[config.mk]
export PLATFORM = sky130hd
export DESIGN_NAME = pocc_top
export DESIGN_NICKNAME = d
export VERILOG_FILES = /design/src/verilog/pocc_pkg.sv /design/src/verilog/pocc_averager.sv /design/src/verilog/pocc_calib_search.sv /design/src/verilog/pocc_top.sv
export SDC_FILE = /design/constraint.sdc
export NUM_CORES = 1
export LEC_CHECK = 0
export BUFFER_PORTS_ARGS = -buffer_cell sky130_fd_sc_hd__buf_2
export CAP_MARGIN = 10
export CORE_MARGIN = 2
export CORE_UTILIZATION = 45
export CTS_CLUSTER_SIZE = 20
export DETAILED_ROUTE_END_ITERATION = 8
export PLACE_DENSITY = 0.66
export SYNTH_ARGS = -nofsm -noshare
export SYNTH_HDL_FRONTEND = slang
export SYNTH_SLANG_ARGS = --single-unit
export TNS_END_PERCENT = 10
[constraint.sdc]
create_clock -name clk -period 8.7 [get_ports clk]
set_clock_uncertainty 0.2 [all_clocks]
set_input_delay 1.74 -clock clk [delete_from_list [all_inputs] [get_ports clk]]
set_output_delay 1.74 -clock clk [all_outputs]
set_load 0.005 [all_outputs]
[src/verilog/pocc_pkg.sv]
// Purpose: shared constants for the proximity offset calibration block
// Assumes: apb byte address is four times the register index
// Notes: indices below are kept as printed; some are not multiples of four
package pocc_pkg;
   // register indices (byte address = index * 4)
   localparam logic [9:0] IDX_OFFSET_MAG = 10'h0c0;
   localparam logic [9:0] IDX_OFFSET_SIGN = 10'h0c1;
   localparam logic [9:0] IDX_CALIB_CTRL = 10'h0d7;
   localparam logic [9:0] IDX_SPAN_EXT = 10'h0d8;
   localparam logic [9:0] IDX_CALIB_CFG = 10'h0d9;
   localparam logic [9:0] IDX_STATUS = 10'h0dc;
   localparam logic [9:0] IDX_IRQ_MASK = 10'h0e0;
   localparam logic [9:0] IDX_PROX_RESULT = 10'h0e1;
   // address split
   localparam int ADDR_W = 12;
   localparam int IDX_LSB = 2;
   // field positions
   localparam int SPAN_EN_BIT = 5;
   localparam int SPAN_STEP_MSB = 4;
   localparam int GOAL_MSB = 7;
   localparam int GOAL_LSB = 5;
   localparam int ZDEC_BIT = 3;
   localparam int AVG_MSB = 2;
   localparam int CALIB_AVERAGING_ENABLE_BIT = 7;
   localparam int START_BIT = 0;
   localparam int ST_DONE_BIT = 0;
   localparam int ST_DEC_BIT = 2;
   // reset values
   localparam logic [7:0] SPAN_EXT_RST = 8'h00;
   localparam logic [7:0] CALIB_CFG_RST = 8'h50;
   localparam logic [7:0] CALIB_CTRL_RST = 8'h00;
   localparam logic [7:0] STATUS_MASK = 8'h05;
   // data widths
   localparam int RES_W = 10;
   localparam int ACC_W = 14;
   localparam int SRCH_W = 9;
   localparam logic [SRCH_W-1:0] SRCH_BIAS = 9'h100;
   // largest averaging code (16 samples); above it is reserved
   localparam logic [2:0] AVG_CODE_MAX = 3'h4;
   // goal for each search goal code
   localparam logic [RES_W-1:0] GOAL_TABLE [8] = '{
      10'h003, 10'h007, 10'h00f, 10'h01f,
      10'h03f, 10'h07f, 10'h0ff, 10'h1ff};
endpackage : pocc_pkg

[src/verilog/pocc_averager.sv]
// Purpose: gathers converter samples and averages them by shifting
// Assumes: sample_valid answers each sample_start, same clock
// Notes: count is a power of two so the divide is a shift
module pocc_averager (
   // clock and reset
   input wire logic clk,
   input wire logic resetn,
   // control
   input wire logic start,
   input wire logic [2:0] avg_log2,
   output logic busy,
   // converter side
   output logic sample_start,
   input wire logic sample_valid,
   input wire logic [pocc_pkg::RES_W-1:0] sample_data,
   // result
   output logic done,
   output logic [pocc_pkg::RES_W-1:0] average
);
   logic [pocc_pkg::ACC_W-1:0] acc;
   logic [4:0] left;
   logic [2:0] shift;
   logic waiting;
   wire logic [pocc_pkg::ACC_W-1:0] next_acc =
      acc + {{(pocc_pkg::ACC_W-pocc_pkg::RES_W){1'b0}}, sample_data};
   wire logic last = (left == 5'h01);
   wire logic [pocc_pkg::ACC_W-1:0] shifted = next_acc >> shift;

   assign busy = waiting;

   // each sample is its own full burst request; sum until count is reached
   always_ff @(posedge clk or negedge resetn) begin
      if (!resetn) begin
         acc <= '0;
         left <= 5'h00;
         shift <= 3'h0;
         waiting <= 1'b0;
         sample_start <= 1'b0;
         done <= 1'b0;
         average <= '0;
      end else begin
         sample_start <= 1'b0;
         done <= 1'b0;
         if (start && !waiting) begin
            acc <= '0;
            left <= 5'(5'h01 << avg_log2);
            shift <= avg_log2;
            waiting <= 1'b1;
            sample_start <= 1'b1;
         end else if (waiting && sample_valid) begin
            acc <= next_acc;
            left <= left - 5'h01;
            if (last) begin
               waiting <= 1'b0;
               done <= 1'b1;
               average <= shifted[pocc_pkg::RES_W-1:0];
            end else begin
               sample_start <= 1'b1;
            end
         end
      end
   end
endmodule : pocc_averager

[src/verilog/pocc_calib_search.sv]
// Purpose: binary search of the signed offset toward a goal result
// Assumes: a larger offset code gives a larger proximity result
// Notes: code is biased by 256; code 0 is clamped to -255
module pocc_calib_search (
   // clock and reset
   input wire logic clk,
   input wire logic resetn,
   // control
   input wire logic start,
   input wire logic [pocc_pkg::RES_W-1:0] goal,
   output logic busy,
   output logic done,
   // measurement handshake
   output logic meas_req,
   input wire logic meas_done,
   input wire logic [pocc_pkg::RES_W-1:0] meas_value,
   // trial offset as magnitude and sign
   output logic [7:0] trial_mag,
   output logic trial_sign
);
   typedef enum logic [1:0] {S_IDLE, S_TRY, S_WAIT} pocc_srch_e;
   pocc_srch_e state;
   logic [pocc_pkg::SRCH_W-1:0] code;
   logic [3:0] bit_ix;
   wire logic [pocc_pkg::SRCH_W-1:0] one_hot =
      pocc_pkg::SRCH_W'(1) << bit_ix;
   wire logic over = meas_value > goal;
   wire logic neg = code < pocc_pkg::SRCH_BIAS;
   wire logic [pocc_pkg::SRCH_W-1:0] neg_mag = pocc_pkg::SRCH_BIAS - code;
   wire logic [pocc_pkg::SRCH_W-1:0] pos_mag = code - pocc_pkg::SRCH_BIAS;

   // sign/magnitude view of the biased code, limited to 255
   assign busy = (state != S_IDLE);
   assign trial_sign = neg;
   assign trial_mag = !neg ? pos_mag[7:0] :
                      (neg_mag[8] ? 8'hff : neg_mag[7:0]);

   // one bit per step, most significant first
   always_ff @(posedge clk or negedge resetn) begin
      if (!resetn) begin
         state <= S_IDLE;
         code <= '0;
         bit_ix <= 4'h0;
         meas_req <= 1'b0;
         done <= 1'b0;
      end else begin
         meas_req <= 1'b0;
         done <= 1'b0;
         unique case (state)
            S_IDLE: begin
               if (start) begin
                  code <= '0;
                  bit_ix <= 4'(pocc_pkg::SRCH_W - 1);
                  state <= S_TRY;
               end
            end
            S_TRY: begin
               code <= code | one_hot;
               meas_req <= 1'b1;
               state <= S_WAIT;
            end
            S_WAIT: begin
               if (meas_done) begin
                  // keep the bit only while result stays at or under goal
                  if (over) begin
                     code <= code & ~one_hot;
                  end
                  if (bit_ix == 4'h0) begin
                     state <= S_IDLE;
                     done <= 1'b1;
                  end else begin
                     bit_ix <= bit_ix - 4'h1;
                     state <= S_TRY;
                  end
               end
            end
         endcase
      end
   end
endmodule : pocc_calib_search

[src/verilog/pocc_top.sv]
// Purpose: proximity offset calibration, averaging and auto decrement
// Assumes: apb master on clk; converter logic on the same clock
// Notes: registers sit at byte address four times their index
//
// Added by the designer: the APB slave port.
module pocc_top (
   // clock and reset
   input wire logic clk,
   input wire logic resetn,
   // apb slave
   input wire logic psel,
   input wire logic penable,
   input wire logic pwrite,
   input wire logic [pocc_pkg::ADDR_W-1:0] paddr,
   input wire logic [31:0] pwdata,
   output logic [31:0] prdata,
   output logic pready,
   output logic pslverr,
   // proximity engine side
   input wire logic prox_cycle_start,
   output logic sample_start,
   input wire logic sample_valid,
   input wire logic [pocc_pkg::RES_W-1:0] sample_data,
   output logic result_write,
   // offset and range to the front end
   output logic [7:0] offset_magnitude_out,
   output logic offset_sign_out,
   output logic range_ext_active,
   output logic [4:0] range_ext_steps,
   // interrupt
   output logic irq
);
   // register state
   logic [7:0] span_ext;
   logic [7:0] calib_cfg;
   logic [7:0] calib_ctrl;
   logic [7:0] offset_magnitude;
   logic offset_sign;
   logic [7:0] irq_mask;
   logic calib_done_flag;
   logic offset_decremented_flag;
   logic [pocc_pkg::RES_W-1:0] proximity_result;
   logic rdy;
   logic err;

   // apb decode: one wait state, writes act at the pready edge
   wire logic [9:0] idx = paddr[pocc_pkg::ADDR_W-1:pocc_pkg::IDX_LSB];
   wire logic aligned = (paddr[pocc_pkg::IDX_LSB-1:0] == 2'h0);
   wire logic hit_mag = aligned && (idx == pocc_pkg::IDX_OFFSET_MAG);
   wire logic hit_sign = aligned && (idx == pocc_pkg::IDX_OFFSET_SIGN);
   wire logic hit_ctrl = aligned && (idx == pocc_pkg::IDX_CALIB_CTRL);
   wire logic hit_span = aligned && (idx == pocc_pkg::IDX_SPAN_EXT);
   wire logic hit_cfg = aligned && (idx == pocc_pkg::IDX_CALIB_CFG);
   wire logic hit_stat = aligned && (idx == pocc_pkg::IDX_STATUS);
   wire logic hit_mask = aligned && (idx == pocc_pkg::IDX_IRQ_MASK);
   wire logic hit_res = aligned && (idx == pocc_pkg::IDX_PROX_RESULT);
   wire logic hit_any = hit_mag | hit_sign | hit_ctrl | hit_span |
                        hit_cfg | hit_stat | hit_mask | hit_res;
   wire logic access = psel && penable && !rdy;
   wire logic wr = psel && penable && rdy && pwrite && !err;
   wire logic [7:0] wbyte = pwdata[7:0];

   // configuration fields
   wire logic [2:0] goal_code =
      calib_cfg[pocc_pkg::GOAL_MSB:pocc_pkg::GOAL_LSB];
   wire logic [2:0] avg_code = calib_cfg[pocc_pkg::AVG_MSB:0];
   wire logic zdec_en = calib_cfg[pocc_pkg::ZDEC_BIT];
   wire logic calib_averaging_enable = calib_ctrl[pocc_pkg::CALIB_AVERAGING_ENABLE_BIT];
   wire logic [pocc_pkg::RES_W-1:0] goal =
      pocc_pkg::GOAL_TABLE[goal_code];

   // calibration and averaging wiring
   logic srch_busy;
   logic srch_done;
   logic srch_req;
   logic [7:0] trial_mag;
   logic trial_sign;
   logic avg_busy;
   logic avg_done;
   logic [pocc_pkg::RES_W-1:0] avg_value;
   logic pend_normal;

   // reserved averaging codes fall back to a single sample
   wire logic avg_code_ok = (avg_code <= pocc_pkg::AVG_CODE_MAX);
   wire logic [2:0] norm_log2 = avg_code_ok ? avg_code : 3'h0;
   wire logic [2:0] cal_log2 = calib_averaging_enable ? norm_log2 : 3'h0;
   wire logic [2:0] use_log2 = srch_busy ? cal_log2 : norm_log2;

   // a normal cycle waits while calibration owns the converter
   wire logic start_normal = pend_normal && !srch_busy && !avg_busy;
   wire logic avg_start = srch_req || start_normal;
   wire logic cal_start = wr && hit_ctrl && wbyte[pocc_pkg::START_BIT] &&
                          !srch_busy;

   // zero result outside calibration triggers a decrement
   wire logic zero_event = avg_done && !srch_busy && zdec_en &&
                           (avg_value == '0);
   wire logic can_dec = (offset_magnitude != 8'h00);

   // flag clears: write one to status, or decrement disable
   wire logic clr_done = wr && hit_stat && wbyte[pocc_pkg::ST_DONE_BIT];
   wire logic clr_dec = (wr && hit_stat && wbyte[pocc_pkg::ST_DEC_BIT]) ||
                        !zdec_en;

   // status word and read mux
   wire logic [7:0] status_word = {5'h00, offset_decremented_flag, 1'b0,
                                   calib_done_flag};
   wire logic [7:0] ctrl_word = {calib_ctrl[7:1], srch_busy};
   wire logic [31:0] rd_word =
      hit_mag ? {24'h0, offset_magnitude} :
      hit_sign ? {31'h0, offset_sign} :
      hit_ctrl ? {24'h0, ctrl_word} :
      hit_span ? {24'h0, span_ext} :
      hit_cfg ? {24'h0, calib_cfg} :
      hit_stat ? {24'h0, status_word} :
      hit_mask ? {24'h0, irq_mask} :
      hit_res ? {22'h0, proximity_result} : 32'h0;

   pocc_calib_search u_search (
      .clk(clk),
      .resetn(resetn),
      .start(cal_start),
      .goal(goal),
      .busy(srch_busy),
      .done(srch_done),
      .meas_req(srch_req),
      .meas_done(avg_done),
      .meas_value(avg_value),
      .trial_mag(trial_mag),
      .trial_sign(trial_sign)
   );

   pocc_averager u_avg (
      .clk(clk),
      .resetn(resetn),
      .start(avg_start),
      .avg_log2(use_log2),
      .busy(avg_busy),
      .sample_start(sample_start),
      .sample_valid(sample_valid),
      .sample_data(sample_data),
      .done(avg_done),
      .average(avg_value)
   );

   // front end sees the trial offset while the search runs
   assign offset_magnitude_out = srch_busy ? trial_mag : offset_magnitude;
   assign offset_sign_out = srch_busy ? trial_sign : offset_sign;
   assign range_ext_active = span_ext[pocc_pkg::SPAN_EN_BIT];
   assign range_ext_steps = range_ext_active ?
      span_ext[pocc_pkg::SPAN_STEP_MSB:0] : 5'h00;
   assign irq = |(status_word & irq_mask & pocc_pkg::STATUS_MASK);
   assign pready = rdy;
   assign pslverr = err;

   // apb answer: pready one cycle into the access phase
   always_ff @(posedge clk or negedge resetn) begin
      if (!resetn) begin
         rdy <= 1'b0;
         err <= 1'b0;
         prdata <= 32'h0;
      end else begin
         rdy <= access;
         err <= access && !hit_any;
         if (access && !pwrite) begin
            prdata <= rd_word;
         end
      end
   end

   // span and config registers keep every bit the host writes; irq_mask keeps only bits 0 and 2
   always_ff @(posedge clk or negedge resetn) begin
      if (!resetn) begin
         span_ext <= pocc_pkg::SPAN_EXT_RST;
         calib_cfg <= pocc_pkg::CALIB_CFG_RST;
         irq_mask <= 8'h00;
      end else begin
         if (wr && hit_span) begin
            span_ext <= wbyte;
         end
         if (wr && hit_cfg) begin
            calib_cfg <= wbyte;
         end
         if (wr && hit_mask) begin
            irq_mask <= wbyte & pocc_pkg::STATUS_MASK;
         end
      end
   end

   // start bit is a trigger and is not stored
   always_ff @(posedge clk or negedge resetn) begin
      if (!resetn) begin
         calib_ctrl <= pocc_pkg::CALIB_CTRL_RST;
      end else if (wr && hit_ctrl) begin
         calib_ctrl <= {wbyte[7:1], 1'b0};
      end
   end

   // offset: search result wins over a host write in the same cycle
   always_ff @(posedge clk or negedge resetn) begin
      if (!resetn) begin
         offset_magnitude <= 8'h00;
         offset_sign <= 1'b0;
      end else if (srch_done) begin
         offset_magnitude <= trial_mag;
         offset_sign <= trial_sign;
      end else if (zero_event && can_dec) begin
         offset_magnitude <= offset_magnitude - 8'h01;
      end else begin
         if (wr && hit_mag) begin
            offset_magnitude <= wbyte;
         end
         if (wr && hit_sign) begin
            offset_sign <= wbyte[0];
         end
      end
   end

   // result is written only from a finished average
   always_ff @(posedge clk or negedge resetn) begin
      if (!resetn) begin
         proximity_result <= '0;
         result_write <= 1'b0;
      end else begin
         result_write <= avg_done;
         if (avg_done) begin
            proximity_result <= avg_value;
         end
      end
   end

   // a cycle request arriving mid-calibration is held, not dropped
   always_ff @(posedge clk or negedge resetn) begin
      if (!resetn) begin
         pend_normal <= 1'b0;
      end else if (prox_cycle_start) begin
         pend_normal <= 1'b1;
      end else if (start_normal) begin
         pend_normal <= 1'b0;
      end
   end

   // sticky flags: a set in the clearing cycle survives
   always_ff @(posedge clk or negedge resetn) begin
      if (!resetn) begin
         calib_done_flag <= 1'b0;
         offset_decremented_flag <= 1'b0;
      end else begin
         if (srch_done) begin
            calib_done_flag <= 1'b1;
         end else if (clr_done) begin
            calib_done_flag <= 1'b0;
         end
         if (zero_event && can_dec) begin
            offset_decremented_flag <= 1'b1;
         end else if (clr_dec) begin
            offset_decremented_flag <= 1'b0;
         end
      end
   end
endmodule : pocc_top

# Yosys cells after proc, flatten, opt, wreduce, memory -nomap -nowiden
# Memories as Yosys holds them, arrays and structs flattened.
# Cells that the tools add are included.
# Widths: inputs -> output; s select.
[word_totals] register_bits=134 mem_bits_ro=80 input_bits=61 out_inout_bits=52 elab_cells=192 n_memories=1
[memory_table] memory="(name not given)" words=8 width=10 read_ports=1 rd_ports_with_merged_regs=0 write_ports=0 line_no="pocc_top.sv:70" text="pocc_pkg::GOAL_TABLE[goal_code];"
[classes] add_sub_neg=6 magnitude_cmp=4 eq_ne=16 n_shift=3 n_mux=59 bitwise=13 reduce_logical=64
[op_table] cell="$mux 10" count=10
[op_table] cell="$eq 10x8->1 const B" count=8
[op_table] cell="$mux 8" count=6
[op_table] cell="$logic_and 1x1->1" count=34
[op_table] cell="$mux 14" count=2
[op_table] cell="$mux 9" count=3
[op_table] cell="$pmux 9 s3" count=1
[op_table] cell="$mux 1" count=24
[op_table] cell="$reduce_bool 2->1" count=8
[op_table] cell="$sub 8x1->8 const B" count=2
[op_table] cell="$mux 5" count=3
[op_table] cell="$add 14x10->14" count=1
[op_table] cell="$shr 14x3->10" count=1
[op_table] cell="$mux 4" count=3
[op_table] cell="$gt 10x10->1" count=1
[op_table] cell="$logic_not 10->1" count=1
[op_table] cell="$and 9x9->9" count=1
[op_table] cell="$lt 9x9->1 const B" count=1
[op_table] cell="$mux 3" count=3
[op_table] cell="$not 9->9" count=1
[op_table] cell="$or 9x9->9" count=1
[op_table] cell="$shl 1x4->9 const A" count=1
[op_table] cell="$sub 9x9->9 const A" count=1
[op_table] cell="$pmux 4 s2" count=1
[op_table] cell="26 further kinds" count=47

# Depth between registers and ports, before layout
[depth] word_depth=11 mapped_depth=13 ltp_nobuf=12

# Hierarchy
# Synthesis repeated with hierarchy kept, for this count alone.
[unflattened] hier_cells=806 hier_area_um2=7694.9
[modules_own_cells] mod="pocc_top" instances=1 cells_each=351 area_per_inst_um2=3602.2 seq_area_each_um2=1503.9
[modules_own_cells] mod="pocc_averager" instances=1 cells_each=260 area_per_inst_um2=2463.6 seq_area_each_um2=875.8
[modules_own_cells] mod="pocc_calib_search" instances=1 cells_each=195 area_per_inst_um2=1629.1 seq_area_each_um2=425.4

# Worst setup path after synthesis
# OpenSTA, ideal clock, no wires.
[synth_path] kind="input -> register" from="in sample_data[6] (netlist name)" to="reg u_avg.average[4] (netlist name)" setup_ns=0.126 arrival_time_ns=4.019 required_ns=8.374 slack_ns=4.355 path_stages=9 n_path_buf=0 cell_sequence="ha_1 -> a2111oi_2 -> o21ai_1 -> nand2_2 -> mux2i_1 -> or3_4 -> mux4_2 -> and3_1 -> a221o_1"
[synth_between] elab_chain_len=2
[synth_lines] element="start: declaration" line_no="pocc_top.sv:23" text="input wire logic [pocc_pkg::RES_W-1:0] sample_data,"
[synth_lines] element="$add 14x10->14" line_no="pocc_averager.sv:25" text="acc + {{(pocc_pkg::ACC_W-pocc_pkg::RES_W){1'b0}}, sample_data};"
[synth_lines] element="$shr 14x3->10" line_no="pocc_averager.sv:27" text="wire logic [pocc_pkg::ACC_W-1:0] shifted = next_acc >> shift;"
[synth_lines] element="end signal: assignment" line_no="pocc_averager.sv:56" text="average <= shifted[pocc_pkg::RES_W-1:0];"
[synth_lines] element="end: declaration" line_no="pocc_averager.sv:18" text="output logic [pocc_pkg::RES_W-1:0] average"
# No other way between the ends.
# A chain may end at the register's enable or synchronous reset.

# Worst setup path after layout
[layout_path] from="reg u_search.code[0] (netlist name)" to="out offset_magnitude_out[5]"
[layout_between] elab_chain_len=4 word_cells_on_any_way=6 cone_classes="add/sub (2); order compare (1); mux (3)"
[layout_lines] element="start: declaration" line_no="pocc_calib_search.sv:23" text="logic [pocc_pkg::SRCH_W-1:0] code;"
[layout_lines] element="start signal: assignment" line_no="pocc_calib_search.sv:58" text="code <= code | one_hot;"
[layout_lines] element="start signal: assignment" line_no="pocc_calib_search.sv:66" text="code <= code & ~one_hot;"
[layout_lines] element="$sub 9x9->9" line_no="pocc_calib_search.sv:29" text="wire logic [pocc_pkg::SRCH_W-1:0] neg_mag = pocc_pkg::SRCH_BIAS - code;"
[layout_lines] element="$mux 8" line_no="pocc_calib_search.sv:36" text="(neg_mag[8] ? 8'hff : neg_mag[7:0]);"
[layout_lines] element="$mux 8 (*)" line_no="pocc_calib_search.sv:35" text="assign trial_mag = !neg ? pos_mag[7:0] :"
[layout_lines] element="$mux 8 (*)" line_no="pocc_top.sv:147" text="assign offset_magnitude_out = srch_busy ? trial_mag : offset_magnitude;"
[layout_lines] element="end: declaration" line_no="pocc_top.sv:26" text="output logic [7:0] offset_magnitude_out,"
# Every way passes the cells marked *; elsewhere a longest branch is shown, timed or not.

==> flow_summary.toml <==
[outcome]
status = "finished clean"

[synth]
ys_ff_latch = 112
synth_area_um2 = 7060
synth_commonest_cells = "dfrtp_1 (110), nand2_1 (73), nor2_1 (59), o21ai_0 (50), mux2_2 (38)"
synth_edf_count = 0
ys_warn_count = 0
synth_area_leaders = "dfrtp_1 (39%), mux2_2 (6.1%), ha_1 (5.5%)"
synth_cell_types = 78
ys_seq_area_share_pct = 39.7
synthCells = 749
postSynthAreaPerCell_um2 = 9.43
synth_top_cell_area_share_pct = 39.0
synth_flop_cell = "dfrtp_1"
yosysMostFrequentCell = "dfrtp_1"
yosysTopAreaCell = "dfrtp_1"
async_reset_ff_share_pct = 100

[worst_setup_path]
worstSetupPathType = "register to output pin"
crit_arrival_ps = 3360
crit_fanout = 11
end_kind = "output pin"
r2r_cells = 9
r2r_start = "u_search.state[0]"
worstSetupStartpointType = "register"
crit_start = "u_search.code[0]"
worstPathRequired_ps = 6760
max_stage_delay_ps = 660
r2r_end = "offset_magnitude[0]"
r2r_slack_ps = 5160
cp_slowest_cell = "a21oi_1"
path_cells = "inv_1, ha_1, nand2_1, or3_1, nor3_1, ha_1, a21oi_1, nand2b_1, o21ai_0, o21ai_0, mux2_2, buf_2"

[pwr]
p_leak_nw = 3.46
ir_drop_v = 0.000168
power_density_nw_per_um2 = 293
cell_internal_pwr_mw = 1.31
comb_power_share_pct = 47.9
swShare_pct = 42.2
switching_power_mw = 0.957
clkPwrFrac_pct = 18.1
power_mw = 2.27
p_seq_share_pct = 34.0

[clocking]
cts_buffers = 9
clk_latency_ps = 360
cts.sinks = 112
root_buffer = "clkbuf_16"
clk_pin_slew_worst_paths_ps = 70
clk_path_buf_depth = 2
htree_levels = 3
tritoncts = "yes"
cts_resized = 0
post_cts_buffers = 0
cts_hold_buf = 0

[floorplanning]
fp.dieW_um = 129
start_util_pct = 46.3
top_level_ports = 113
row_count = 45
die_area_um2 = 16700
core_area_um2 = 15300
dieHeight_um = 129

[sta]
setup_violations = 0
fin_crit_ps = 5300
hold_viol_final = 0
setup-tns-final_ps = 0
rsz0062_at_grt = "false"
slew_viol_final = 0
tightest_slew_ps = 1200
max_freq_mhz = 189
slew_headroom_pct = 19.9
finalWorstSetupSlack_ps = 3400
fin_crit_sh_pct = 60.9

[finish]
diodes = 0
fin_util_pct = 50.8
drive_above_1_share_pct = 18.8
nFillCells = 1376
area_growth_pct = 9.71
final_nets = 886

[grt]
track_usage_pct = 21.0
grt_pass1_vias = 5453
antenna_found_initial = 0
grt_pass1_wl_um = 28000
grt_start_max_net_pins = 72
overflow = 0

[route]
wl_um = 17100
drt_pass1_iterations = 7
wl_per_cell_um = 17.0
num_vias = 5817
drc = 0
routed_via_density = 5.77
drt-initial-drc-count = 636
drtAntennaViolNets = 0

[placed_design]
pre_cts_ws_ps = 3830
io_buffers = 66
dp_hpwl_um = 12700
place_congestion = 0.888

[hold_path]
worstHoldEndpoint = "pend_normal"
min_from = "pend_normal"
hold_path_depth = 1
hold_class = "register to register"

[flow_run]
maxCapViolations = 0
==> state kept, by name (all words and copies together) (netlist names), 2 cells and up <==
register and cells:
u_avg.average 10, calib_cfg 8, u_search.bit_ix 4, u_search.code 9, offset_magnitude 8, proximity_result 10
irq_mask 2, calib_ctrl 7, span_ext 8, u_search.state 2, prdata 10, u_avg.acc 14
u_avg.left 5, u_avg.shift 3
==> power by group through the flow <==
stage / Combinational (mW) / Clock [mW] / Sequential, mW
after global routing: 1.22 / 0.444 / 0.788
after CTS: 1.08 / 0.424 / 0.768
after floorplan: 0.841 / 0 / 0.724
after detailed placement: 1.08 / 0 / 0.777
after global placement: 1.04 / 0 / 0.771
final: 1.09 / 0.411 / 0.771
==> per-layer routing <==
layer	GRT usage, %	part of all wire, %	vias up
met3	4.13	5.2	27
met4	6.39	1.8	0
li1	-	-	2766
met1	28.2	46	2811
met5	0	0	-
met2	34.5	47	213
==> through the flow <==
step                      instance area, um^2  instances  hold slack, ps
after floorplan                          7140        770             192
after global placement                   7460        993             259
after detailed placement                 7460        993             282
after CTS                                7750       1009             301
after global routing                     7750       1009             326
final                                    7750       1009             292
==> worst max path at each step <==
stage / endpoint / slack, ps / cells after the start
2_1_floorplan: u_avg.average[4] / 4360 / 9
3_3_place_gp: u_search.code[4] / 3880 / 10
3_5_place_dp: u_search.code[1] / 3830 / 10
4_1_cts: offset_magnitude_out[5] / 3460 / 12
5_1_grt: offset_magnitude_out[5] / 3150 / 12
6_report: offset_magnitude_out[5] / 3400 / 12
==> cell usage in the layout, fill, tap and decap left out, drive strengths merged, types with 26 or more instances in the layout <==
cell type,Yosys,layout
mux2,38,38
nand3,26,26
nand2,74,74
o21ai,59,59
a21oi,29,29
nor2,59,59
ha,31,31
inv,29,32
buf,28,70
dfrtp,110,110
==> logic make-up (layout without fill, tap and decap cells) <==
logic type,Yosys count,count (layout),share of synthesized area [%]
compound gates,195,195,19.3
simple gates,243,243,16.9
other cells,1,22,0.0531
fa+ha+maj,32,32,5.78
xor+xnor,20,20,2.48
buf+inv,87,115,6.01
flops,112,112,39.7
mux,59,59,9.74
==> layout make-up <==
| type | instances | area (um^2) | area share (%) |
|---|---|---|---|
| inverters | 29 | 109 | 1.41 |
| multi-input cells | 571 | 3920 | 50.5 |
| well taps | 211 | 264 | 3.41 |
| clock inverters | 5 | 47.5 | 0.614 |
| flip-flops and latches | 112 | 2810 | 36.2 |
| repair buffers | 70 | 363 | 4.68 |
| clock buffers | 11 | 243 | 3.13 |
==> critical path: cells and delay by family (launching register included) <==
family	cells	cell delay (ps)
fa+ha+maj	2	440
mux	1	300
compound gates	3	1050
buf+inv	2	190
simple gates	4	590
flops	1	430
(Power assumes the default switching activity.)
